File: src/atm_pkg.sv
// constants, opcodes and state codes of the trigger and marker unit
// assumes: shared by the unit's top module, its trigger channels and their interface
package atm_pkg;

    // ------------------------------------------------------------------
    // widths
    // ------------------------------------------------------------------
    localparam int WORD_W = 16;
    localparam int ANALOG_W = 14;
    localparam int MARKER_W = 2;
    localparam int NUM_TRIG = 4;
    localparam int ARG_W = 16;
    localparam int ADDR_W = 8;
    localparam int DATA_W = 32;

    // ------------------------------------------------------------------
    // register offsets and field positions
    // ------------------------------------------------------------------
    localparam logic [7:0] OFS_CHAN_CFG0 = 8'h00;
    localparam logic [7:0] OFS_STATUS = 8'h04;
    localparam int CFG_SEL_LSB = 0;
    localparam int CFG_SLOPE_LSB = 4;
    localparam int ST_TRIG_LSB = 0;
    localparam int ST_MARK_LSB = 4;
    localparam int ST_BUSY_BIT = 6;
    localparam int ST_WEDGE_BIT = 7;
    localparam int ST_WEND_BIT = 8;
    localparam int ST_WCYC_BIT = 9;

    // ------------------------------------------------------------------
    // slope selection, instructions, sequencer states
    // ------------------------------------------------------------------
    typedef enum logic [1:0] {
        SLOPE_OFF = 2'h0,
        SLOPE_RISE = 2'h1,
        SLOPE_FALL = 2'h2,
        SLOPE_BOTH = 2'h3
    } atm_slope_t;

    typedef enum logic [2:0] {
        OP_NOP = 3'h0,
        OP_WAIT_EDGE = 3'h1,
        OP_LOAD_TRIG = 3'h2,
        OP_WAIT_END = 3'h3,
        OP_START_PLAY = 3'h4,
        OP_WAIT_CYC = 3'h5
    } atm_op_t;

    typedef enum logic [3:0] {
        ST_IDLE = 4'h1,
        ST_WAIT_EDGE = 4'h2,
        ST_WAIT_END = 4'h4,
        ST_WAIT_CYC = 4'h8
    } atm_state_t;

    // ------------------------------------------------------------------
    // reset values
    // ------------------------------------------------------------------
    localparam logic [3:0] RST_TRIG_OUT = 4'h0;
    localparam logic [1:0] RST_MARKER = 2'h0;
    localparam atm_slope_t RST_SLOPE = SLOPE_RISE;

endpackage : atm_pkg

File: src/atm_trig_if.sv
// carrier between the unit's control logic and one trigger input channel
// assumes: instantiated once per channel by the top module
`timescale 1ns/10ps

interface atm_trig_if #(
    parameter int SELW = 3
);
    logic [SELW-1:0] srcSel;
    atm_pkg::atm_slope_t slope;
    logic edgeSeen;

    modport chan (input srcSel, input slope, output edgeSeen);
    modport ctrl (output srcSel, output slope, input edgeSeen);
endinterface : atm_trig_if

File: src/awg_trigger_marker_unit.sv
// trigger and marker unit of the waveform sequencer: input trigger waits,
// trigger output register, marker and sample output stage, config registers
// assumes: sequencer core holds an instruction until instrReady, playback engine
// streams words on wordValid cycles after playStart and flags the last one
//
// Functional notes
// - four trigger inputs, each with a freely selectable internal or external source.
// - each input has a selectable active slope; rising means low-to-high counts.
// - wait-for-edge halts instruction issue until an edge on the addressed input.
// - a wait before each playback in a loop paces playbacks by trigger events.
// - waveform words are 16 bits: 14 analog bits, 2 marker bits.
// - marker outputs follow each word, aligned with that word's analog sample.
// - marker field 0 none, 1 marker one, 2 marker two, 3 both high.
// - load-trigger puts a 4-bit value on outputs, bit 0 to output one.
// - wait-playback-end blocks all later instructions until playback fully ends.
// - trigger load just before playback start changes outputs at first sample.
// - playback start never blocks; following instructions issue during playback, except a load while an aligned load awaits its first sample.
// - sequencer advances one clock per step; timed waits count clock periods.
`timescale 1ns/10ps

module awg_trigger_marker_unit #(
    parameter int NEXT = 4,
    parameter int NINT = 4,
    parameter int SELW = 3
) (
    input wire logic clk,
    input wire logic srst,
    // register port
    input wire logic [atm_pkg::ADDR_W-1:0] regAddr,
    input wire logic [atm_pkg::DATA_W-1:0] regWrData,
    input wire logic regWr,
    input wire logic regRd,
    output logic [atm_pkg::DATA_W-1:0] regRdData,
    // trigger sources
    input wire logic [NEXT-1:0] extTrigPins,
    input wire logic [NINT-1:0] intTrigSrc,
    // instruction port from the sequencer core
    input wire logic instrValid,
    input wire atm_pkg::atm_op_t instrOp,
    input wire logic [atm_pkg::ARG_W-1:0] instrArg,
    output logic instrReady,
    // playback engine
    output logic playStart,
    input wire logic wordValid,
    input wire logic [atm_pkg::WORD_W-1:0] wordData,
    input wire logic wordLast,
    // outputs
    output logic [atm_pkg::ANALOG_W-1:0] analogOut,
    output logic [atm_pkg::MARKER_W-1:0] markerOut,
    output logic [atm_pkg::NUM_TRIG-1:0] triggerOut
);

    localparam int NSRC = NEXT + NINT;
    localparam int NT = atm_pkg::NUM_TRIG;

    // ------------------------------------------------------------------
    // pin synchronisers and trigger channels
    // ------------------------------------------------------------------
    logic [NEXT-1:0] sync1_q;
    logic [NEXT-1:0] sync2_q;
    logic [NSRC-1:0] srcLevels;
    logic [SELW-1:0] cfgSel_q [NT];
    logic [SELW-1:0] cfgSel_d [NT];
    atm_pkg::atm_slope_t cfgSlope_q [NT];
    atm_pkg::atm_slope_t cfgSlope_d [NT];
    logic [NT-1:0] chanEdge;

    // two flops before any logic sees a pin
    always_ff @(posedge clk) begin
        if (srst) begin
            sync1_q <= '0;
            sync2_q <= '0;
        end else begin
            sync1_q <= extTrigPins;
            sync2_q <= sync1_q;
        end
    end

    assign srcLevels = {intTrigSrc, sync2_q};

    atm_trig_if #(.SELW(SELW)) tif [NT] ();

    for (genvar g = 0; g < NT; g++) begin : gChan
        assign tif[g].srcSel = cfgSel_q[g];
        assign tif[g].slope = cfgSlope_q[g];
        assign chanEdge[g] = tif[g].edgeSeen;
        atm_trig_channel #(.NSRC(NSRC), .SELW(SELW)) uChan (
            .clk(clk),
            .srst(srst),
            .srcLevels(srcLevels),
            .tif(tif[g])
        );
    end

    // ------------------------------------------------------------------
    // sequencer wait machine and trigger output staging
    // ------------------------------------------------------------------
    atm_pkg::atm_state_t state_q;
    atm_pkg::atm_state_t state_d;
    logic [1:0] waitCh_q;
    logic [1:0] waitCh_d;
    logic [atm_pkg::ARG_W-1:0] cyc_q;
    logic [atm_pkg::ARG_W-1:0] cyc_d;
    logic [NT-1:0] trigNext_q;
    logic [NT-1:0] trigNext_d;
    logic trigPend_q;
    logic trigPend_d;
    logic armAlign_q;
    logic armAlign_d;
    logic [NT-1:0] trigOut_q;
    logic [NT-1:0] trigOut_d;
    logic busy_q;
    logic busy_d;
    logic take;
    logic takeStart;
    logic takeLoad;

    // a load is held off while an earlier one still waits for its first sample
    assign instrReady = (state_q == atm_pkg::ST_IDLE)
                        && !(armAlign_q && instrOp == atm_pkg::OP_LOAD_TRIG);
    assign take = instrValid && instrReady;
    assign takeStart = take && instrOp == atm_pkg::OP_START_PLAY;
    assign takeLoad = take && instrOp == atm_pkg::OP_LOAD_TRIG;
    assign playStart = takeStart;

    // next state of the wait machine
    always_comb begin
        state_d = state_q;
        waitCh_d = waitCh_q;
        cyc_d = cyc_q;
        case (state_q)
            atm_pkg::ST_IDLE: begin
                if (take) begin
                    case (instrOp)
                        atm_pkg::OP_WAIT_EDGE: begin
                            waitCh_d = instrArg[1:0];
                            state_d = atm_pkg::ST_WAIT_EDGE;
                        end
                        atm_pkg::OP_WAIT_END: begin
                            state_d = atm_pkg::ST_WAIT_END;
                        end
                        atm_pkg::OP_WAIT_CYC: begin
                            cyc_d = instrArg;
                            if (instrArg != '0) begin
                                state_d = atm_pkg::ST_WAIT_CYC;
                            end
                        end
                        default: state_d = atm_pkg::ST_IDLE;
                    endcase
                end
            end
            atm_pkg::ST_WAIT_EDGE: begin
                // only edges after the wait began count
                if (chanEdge[waitCh_q]) begin
                    state_d = atm_pkg::ST_IDLE;
                end
            end
            atm_pkg::ST_WAIT_END: begin
                if (!busy_q) begin
                    state_d = atm_pkg::ST_IDLE;
                end
            end
            atm_pkg::ST_WAIT_CYC: begin
                cyc_d = cyc_q - 16'h0001;
                if (cyc_q == 16'h0001) begin
                    state_d = atm_pkg::ST_IDLE;
                end
            end
            default: state_d = atm_pkg::ST_IDLE;
        endcase
    end

    // trigger output staging: a load waits one cycle to see whether a start follows,
    // costing one cycle of latency on a plain load but aligning it to playback
    always_comb begin
        trigNext_d = trigNext_q;
        trigPend_d = trigPend_q;
        armAlign_d = armAlign_q;
        trigOut_d = trigOut_q;
        if (armAlign_q && wordValid) begin
            trigOut_d = trigNext_q;
            armAlign_d = 1'b0;
        end
        if (trigPend_q) begin
            trigPend_d = 1'b0;
            if (takeStart) begin
                armAlign_d = 1'b1;
            end else begin
                trigOut_d = trigNext_q;
            end
        end
        if (takeLoad) begin
            trigNext_d = instrArg[NT-1:0];
            trigPend_d = 1'b1;
        end
    end

    // playback busy: the set from a new start wins over the clear of the last word
    always_comb begin
        busy_d = busy_q;
        if (wordValid && wordLast) begin
            busy_d = 1'b0;
        end
        if (takeStart) begin
            busy_d = 1'b1;
        end
    end

    always_ff @(posedge clk) begin
        if (srst) begin
            state_q <= atm_pkg::ST_IDLE;
            waitCh_q <= 2'h0;
            cyc_q <= '0;
            trigNext_q <= atm_pkg::RST_TRIG_OUT;
            trigPend_q <= 1'b0;
            armAlign_q <= 1'b0;
            trigOut_q <= atm_pkg::RST_TRIG_OUT;
            busy_q <= 1'b0;
        end else begin
            state_q <= state_d;
            waitCh_q <= waitCh_d;
            cyc_q <= cyc_d;
            trigNext_q <= trigNext_d;
            trigPend_q <= trigPend_d;
            armAlign_q <= armAlign_d;
            trigOut_q <= trigOut_d;
            busy_q <= busy_d;
        end
    end

    assign triggerOut = trigOut_q;

    // ------------------------------------------------------------------
    // sample and marker output stage
    // ------------------------------------------------------------------
    logic [atm_pkg::ANALOG_W-1:0] analog_q;
    logic [atm_pkg::ANALOG_W-1:0] analog_d;
    logic [atm_pkg::MARKER_W-1:0] marker_q;
    logic [atm_pkg::MARKER_W-1:0] marker_d;

    // both fields of a word land in the same edge; markers hold between words
    always_comb begin
        analog_d = analog_q;
        marker_d = marker_q;
        if (wordValid) begin
            analog_d = wordData[atm_pkg::WORD_W-1:atm_pkg::MARKER_W];
            marker_d = wordData[atm_pkg::MARKER_W-1:0];
        end
    end

    always_ff @(posedge clk) begin
        if (srst) begin
            analog_q <= '0;
            marker_q <= atm_pkg::RST_MARKER;
        end else begin
            analog_q <= analog_d;
            marker_q <= marker_d;
        end
    end

    assign analogOut = analog_q;
    assign markerOut = marker_q;

    // ------------------------------------------------------------------
    // register port
    // ------------------------------------------------------------------
    logic [atm_pkg::DATA_W-1:0] rd_q;
    logic [atm_pkg::DATA_W-1:0] rd_d;
    logic [atm_pkg::DATA_W-1:0] status;

    assign status = {22'h0, state_q == atm_pkg::ST_WAIT_CYC,
                     state_q == atm_pkg::ST_WAIT_END, state_q == atm_pkg::ST_WAIT_EDGE,
                     busy_q, marker_q, trigOut_q};

    // channel config writes and registered read data, zero outside a read answer
    always_comb begin
        rd_d = '0;
        for (int i = 0; i < NT; i++) begin
            cfgSel_d[i] = cfgSel_q[i];
            cfgSlope_d[i] = cfgSlope_q[i];
            if (regWr && regAddr == atm_pkg::OFS_CHAN_CFG0 + 8'(i)) begin
                cfgSel_d[i] = regWrData[atm_pkg::CFG_SEL_LSB +: SELW];
                cfgSlope_d[i] = atm_pkg::atm_slope_t'(regWrData[atm_pkg::CFG_SLOPE_LSB +: 2]);
            end
            if (regRd && regAddr == atm_pkg::OFS_CHAN_CFG0 + 8'(i)) begin
                rd_d[atm_pkg::CFG_SEL_LSB +: SELW] = cfgSel_q[i];
                rd_d[atm_pkg::CFG_SLOPE_LSB +: 2] = cfgSlope_q[i];
            end
        end
        if (regRd && regAddr == atm_pkg::OFS_STATUS) begin
            rd_d = status;
        end
    end

    always_ff @(posedge clk) begin
        if (srst) begin
            rd_q <= '0;
            for (int i = 0; i < NT; i++) begin
                cfgSel_q[i] <= '0;
                cfgSlope_q[i] <= atm_pkg::RST_SLOPE;
            end
        end else begin
            rd_q <= rd_d;
            for (int i = 0; i < NT; i++) begin
                cfgSel_q[i] <= cfgSel_d[i];
                cfgSlope_q[i] <= cfgSlope_d[i];
            end
        end
    end

    assign regRdData = rd_q;
endmodule : awg_trigger_marker_unit

File: src/atm_trig_channel.sv
// one trigger input channel: source mux and slope-qualified edge detector
// assumes: source levels are already in the clk domain
`timescale 1ns/10ps

module atm_trig_channel #(
    parameter int NSRC = 8,
    parameter int SELW = 3
) (
    input wire logic clk,
    input wire logic srst,
    input wire logic [NSRC-1:0] srcLevels,
    atm_trig_if.chan tif
);

    logic level;
    logic prev_q;
    logic prev_d;
    logic rise;
    logic fall;

    // source mux; out-of-range select reads as a quiet low source
    always_comb begin
        level = 1'b0;
        if (int'(tif.srcSel) < NSRC) begin
            level = srcLevels[tif.srcSel];
        end
    end

    // previous level for edge detection
    always_comb begin
        prev_d = level;
    end

    always_ff @(posedge clk) begin
        if (srst) begin
            prev_q <= 1'b0;
        end else begin
            prev_q <= prev_d;
        end
    end

    // slope qualification; a source switch may itself look like an edge
    assign rise = level & ~prev_q;
    assign fall = ~level & prev_q;

    always_comb begin
        case (tif.slope)
            atm_pkg::SLOPE_RISE: tif.edgeSeen = rise;
            atm_pkg::SLOPE_FALL: tif.edgeSeen = fall;
            atm_pkg::SLOPE_BOTH: tif.edgeSeen = rise | fall;
            default: tif.edgeSeen = 1'b0;
        endcase
    end
endmodule : atm_trig_channel

File: config.mk
export PLATFORM = sky130hd
export DESIGN_NAME = awg_trigger_marker_unit
export DESIGN_NICKNAME = d
export VERILOG_FILES = /design/src/atm_pkg.sv /design/src/atm_trig_if.sv /design/src/awg_trigger_marker_unit.sv /design/src/atm_trig_channel.sv
export SDC_FILE = /design/constraint.sdc
export NUM_CORES = 1
export LEC_CHECK = 0
export BUFFER_PORTS_ARGS = -buffer_cell sky130_fd_sc_hd__buf_2
export CELL_PAD_IN_SITES_DETAIL_PLACEMENT = 1
export CELL_PAD_IN_SITES_GLOBAL_PLACEMENT = 2
export CORE_AREA = 2 2 126 128
export CTS_CLUSTER_DIAMETER = 100
export DETAILED_ROUTE_END_ITERATION = 8
export DIE_AREA = 0 0 128 130
export GPL_ROUTABILITY_DRIVEN = 0
export PLACE_DENSITY = 0.84
export SLEW_MARGIN = 15
export SYNTH_ARGS = -nofsm -noshare
export SYNTH_HDL_FRONTEND = slang
export SYNTH_HIERARCHICAL = 1
export SYNTH_SLANG_ARGS = --single-unit
export TNS_END_PERCENT = 100
File: constraint.sdc
create_clock -name clk -period 2.88 [get_ports clk]
set_input_delay 0.288 -clock clk [delete_from_list [all_inputs] [get_ports clk]]
set_output_delay 0.288 -clock clk [all_outputs]
set_load 0.005 [all_outputs]
# ---- Word level (Yosys, flattened, before mapping)
# Memories as Yosys holds them, arrays and structs flattened.
# Index checks and enable logic that the tools add are counted.
dict set report totals {
  regBits 93
  input_bits 90
  ramBits 20
  memories 2
  out_inout_bits 54
  word_cells 173
}
# memory depth width rd rd_ports_with_merged_regs write_ports line
set mem_list {}
lappend mem_list {cfgSel_q 4 3 4 0 4 awg_trigger_marker_unit.sv:62} ;# logic [SELW-1:0] cfgSel_q [NT];
lappend mem_list {cfgSlope_q 4 2 4 0 4 awg_trigger_marker_unit.sv:64} ;# atm_pkg::atm_slope_t cfgSlope_q [NT];
dict set report classes {
  eq_ne 32
  n_lt_le_gt_ge 5
  bitwise_logic 29
  muxes 61
  reduce_logical 25
  addsub 1
}
# operator n
set ops {}
lappend ops {{3-bit two-way mux} 12}
lappend ops {{16-bit two-way mux} 2}
lappend ops {{4-bit two-way mux} 8}
lappend ops {{16-bit one-hot mux with 2 select lines} 1}
lappend ops {{2-bit two-way mux} 12}
lappend ops {{16-bit by 1-bit equality test with 1-bit output (second input constant)} 1}
lappend ops {{2-bit equality test (second input constant)} 8}
lappend ops {{8-bit by 2-bit equality test with 1-bit output (second input constant)} 2}
lappend ops {{1-bit logical AND} 16}
lappend ops {{3-bit by 4-bit less-than comparator with 1-bit output (second input constant)} 4}
lappend ops {{4-bit one-hot mux with 4 select lines} 1}
lappend ops {{16-bit nonzero test} 1}
lappend ops {{16-bit by 1-bit subtractor with 16-bit output (second input constant)} 1}
lappend ops {{1-bit two-way mux} 14}
lappend ops {{1-bit binary-select mux with 3-bit select} 4}
lappend ops {{1-bit bitwise OR} 12}
lappend ops {{1-bit one-hot mux with 3 select lines} 4}
lappend ops {{4-bit one-hot mux with 3 select lines} 1}
lappend ops {{1-bit NOT} 9}
lappend ops {{1-bit AND} 8}
lappend ops {{2-bit by 1-bit equality test with 1-bit output (second input constant)} 4}
lappend ops {{8-bit by 1-bit equality test with 1-bit output (second input constant)} 1}
lappend ops {{8-bit by 3-bit equality test with 1-bit output (second input constant)} 1}
lappend ops {{8-bit zero test} 1}
lappend ops {{other kinds (18)} 25}

# ---- Longest topological paths before layout
# An unclocked memory read counts as a cell.
dict set report depth {
  word_depth 11
  mapped_depth 12
  mapped_depth_nobuf 11
}

# ---- Modules after synthesis
# Netlist, hierarchy kept.
# mod instances cells_per_inst area_each_um2 seq_area_each_um2
set by_module_without_submodules {}
lappend by_module_without_submodules {awg_trigger_marker_unit 1 428 3925.0 1741.7}
lappend by_module_without_submodules {atm_trig_channel 4 16 146.4 20.0}

# ---- Least setup slack after synthesis
# No wires, ideal clock.
dict set report synth_timing {
  path_kind {reg-to-reg}
  start {memory cfgSel_q[3][0]}
  end {register state_q[0]}
  required_ns 2.746
  setup_ns 0.134
  stages_incl_launch_ff 13
  arrival_time_ns 2.515
  path_slack_ns 0.231
  synth_period_minus_slack_ns 2.649
  path_buffers 1
  path_cell_list {dfxtp_1 > clkbuf_2 > mux2i_1 > mux4_2 > ha_1 > nand2_1 > o211ai_1 > o21ai_0 > mux4_2 > or2_2 > nand2_1 > a2111o_1 > a21oi_1}
}
# element line
set synth_rtl {}
lappend synth_rtl {{from (decl)} awg_trigger_marker_unit.sv:62}
lappend synth_rtl {{to (signal assigned)} awg_trigger_marker_unit.sv:211} ;# state_q <= atm_pkg::ST_IDLE;
lappend synth_rtl {{to (signal assigned)} awg_trigger_marker_unit.sv:220} ;# state_q <= state_d;
lappend synth_rtl {{to (decl)} awg_trigger_marker_unit.sv:98} ;# atm_pkg::atm_state_t state_q;

==> results.yml <==
floorplan:
  design.die.area_sq_mm: 0.01664
  start_util_pct: 29.24
  die-height_microns: 130
  chipWidth_microns: 128
  core_area_sq_mm: 0.01542
  floorplan.io_pins: 144
  rows: 46
setup_path:
  required_time_of_the_critical_path_ns: 3.14
  crit_path_end_kind: "register"
  worst_path_fanout_max: 6
  startpoint_type: "register"
  crit_arrival_ns: 2.97
  worst-r2r-cell-count: 11
  worst-setup-path-type: "register to register"
timing:
  rsz0062_at_grt: "false"
  min_period_over_period_pct: 94.16
  max_clock_freq_mhz: 368.7
  fin_worst_hold_slack_ns: 0.1519
  hold_viol: 0
  finalWorstPathRequiredPeriod_ns: 2.712
  timing.final.max_slew_violations: 0
  setup_viol_count_final: 0
  timing.clock.skew_ns: 0.008541
  fin_tns_setup_ns: 0
  slew_headroom_pct: 53.19
  tightest_slew_ns: 0.7021
logic_synthesis:
  synth-edff-count: 0
  synth-xor-area-share_pct: 0
  synth_seq_area_share_pct: 40.39
  postSynthRegisterBits: 91
  syn_inst_count: 492
  main_combinational_cell_family_by_area_after_synthesis: "simple AND/OR/NAND/NOR gates"
  yosysTopAreaCellShare_pct: 40.39
  yosys-mux-area-fraction_pct: 16.37
  post_synth_num_cell_types: 58
  synth_simple_gate_area_share_pct: 22.39
  asyncSetResetFlopFracSynth_pct: 0
  synth_adder_area_share_pct: 2.774
  syn-cell-area_sq_mm: 0.004511
  ys_top_cells_by_area: "sky130_fd_sc_hd__dfxtp_1 40%, sky130_fd_sc_hd__mux2i_1 13%, sky130_fd_sc_hd__nor2_1 5.9%"
  yosysWarnings: 6
  synthDominantAreaCellType: "sky130_fd_sc_hd__dfxtp_1"
  synth_area_per_cell_sq_um: 9.168
  synth-compound-area-share_pct: 9.736
  synth-main-ff-cell: "sky130_fd_sc_hd__dfxtp_1"
clock_network:
  cts-htree-levels: 3
  tritoncts: "yes"
  clk_pin_slew_ns: 0.07
  cts.path.max_buffers: 2
  clock_sinks: 91
  root_buf_cell: "sky130_fd_sc_hd__clkbuf_16"
  insertion_delay_ns: 0.34
  tritoncts.num_buffers: 9
global_routing:
  antenna_violations_before_repair: 0
  grt_remaining_overflow: 0
  grt_first_pass_wirelength_microns: 20370
  first_global_vias: 3972
  grt.total_usage_pct: 15.70
  largest_net_degree_at_the_start_of_global_routing: 42
placed_design:
  dpl_cell_area_sq_mm: 0.005055
  count_of_input_and_output_buffers: 94
  post-place-cells: 756
  place_hpwl_microns: 9605
route:
  route.detailed.vias_per_inst: 4.938
  drc_errors: 0
  detail_route.iter0.violations: 174
  firstDrtPassIters: 4
  drt.antenna.violating_nets: 0
  total_wire_length_microns: 12740
  wl_per_cell_microns: 16.46
  num_vias: 3822
finish:
  design_area_sq_mm: 0.005458
  layout_common_cells: "94 x sky130_fd_sc_hd__buf_2, 85 x sky130_fd_sc_hd__dfxtp_1, 71 x sky130_fd_sc_hd__nor2_1"
  final_nets: 677
  antenna_cells_inserted: 0
  number_of_cells_in_the_finished_layout_apart_from_fillers: 774
  layout_commonest_cell: "sky130_fd_sc_hd__buf_2"
  post_route_cells_drive_above_1_share_pct: 26.46
  syn_to_final_growth_pct: 21.00
  final_core_util_pct: 35.38
flow_run:
  max_cap_viol_count: 0
pwr:
  p_per_area_mw_per_mm2: 539.1
  static-leakage-power_nw: 2.362
  ir_worst_vdd_v: 0.0003081
hold_path:
  timing.hold.worst.class: "input port to register"
  worstHoldPathCells: 2
outcome:
  run_status: "finished clean"
cells by family (layout without fill, tap and decap cells):
kind of cell,after synthesis,count (layout)
mux,67,67
simple gates,187,187
compound gates,69,69
flops,91,91
other cells,1,22
fa+ha+maj,10,10
buf+inv,67,136
cell usage after synthesis (all sizes together) (3+ instances only):
master and n:
dfxtp 91, nor2 75, mux2i 58, buf 34
nand2 27, a21oi 24, clkbuf 19, inv 14
nor2b 14, o21ai 13, nand3 12, nor3 12
ha 10, a22oi 9, nor4b 7, mux4 5
nor4 5, a2bb2oi 4, a31oi 4, mux2 4
nand2b 4, o211ai 4, or4 4, a211o 3
and2 3, nand3b 3, nand4b 3, or2 3
or4b 3
registers in the layout, indices dropped and copies added, names as in the netlist:
register,count
armAlign_q,1
waitCh_q,2
sync1_q,4
trigNext_q,4
state_q,4
cyc_q,16
cfgSlope_q,8
triggerOut,4
cfgSel_q,12
markerOut,2
analogOut,14
trigPend_q,1
sync2_q,4
busy_q,1
regRdData,10
gChan.uChan/prev_q,4
what timing repair did:
action,in CTS,in global routing
resized for setup,9,8
buffers inserted,1,1
setup endpoints to repair,3,1
hold buffers,0,0
pin swaps,0,0
path summary, 6_finish.rpt:
path	startpoint	slack, ns	to
worst min register to register	sync1_q[3]$_SDFF_PP0_	0.44	sync2_q[3]$_SDFF_PP0_
worst max register to register	cfgSel_q[3][0]$_SDFFE_PP0P_	0.17	state_q[0]$_SDFFE_PP1P_
worst max-delay path	cfgSel_q[3][0]$_SDFFE_PP0P_	0.17	state_q[0]$_SDFFE_PP1P_
worst min-delay path	extTrigPins[2]	0.15	sync1_q[2]$_SDFF_PP0_
layer usage:
layer / vias up / GRT usage (%) / routed length, microns
met3: 19 / 3.198 / 443
met4: 0 / 5.947 / 301
li1: 1852 / - / -
met1: 1873 / 18.91 / 5620
met2: 78 / 27.71 / 6375
met5: - / 0 / 0
critical path, stage by stage (launching register included):
cell	delay, ns
sky130_fd_sc_hd__dfxtp_4	0.37
sky130_fd_sc_hd__mux2i_1	0.13
sky130_fd_sc_hd__mux4_2	0.55
sky130_fd_sc_hd__ha_4	0.30
sky130_fd_sc_hd__nand2_1	0.05
sky130_fd_sc_hd__o211ai_1	0.10
sky130_fd_sc_hd__o21ai_1	0.09
sky130_fd_sc_hd__mux4_2	0.48
sky130_fd_sc_hd__or2_4	0.26
sky130_fd_sc_hd__nand2_2	0.07
sky130_fd_sc_hd__a2111oi_0	0.07
sky130_fd_sc_hd__a21oi_1	0.16
where the power goes:
group	switching (W)	total, W	internal (W)
logic	0.000149	0.000259	0.000109
clock network	0.000521	0.00138	0.000854
registers	0.0000222	0.00131	0.00129
total	0.000693	0.00294	0.00225
layout make-up:
| cell class | count | area [sq um] |
|---|---|---|
| Fill cell | 1875 | 9967 |
| Inverter | 14 | 52.55 |
| Clock inverter | 7 | 123.9 |
| Timing Repair Buffer | 106 | 560.5 |
| Multi-Input combinational cell | 355 | 2416 |
| Clock buffer | 9 | 225.2 |
| Sequential cell | 91 | 1839 |
| Tap cell | 192 | 240.2 |
per-stage QoR:
step                      setup slack (ns)  power, W
after floorplan                     0.2314  0.001498
after CTS                        0.0003573  0.002992
after global routing               0.07173  0.003074
final                               0.1681  0.002942
after global placement             0.01809  0.001582
after detailed placement          -0.05403  0.001595
Note: power is estimated with default switching activity, not from simulation.
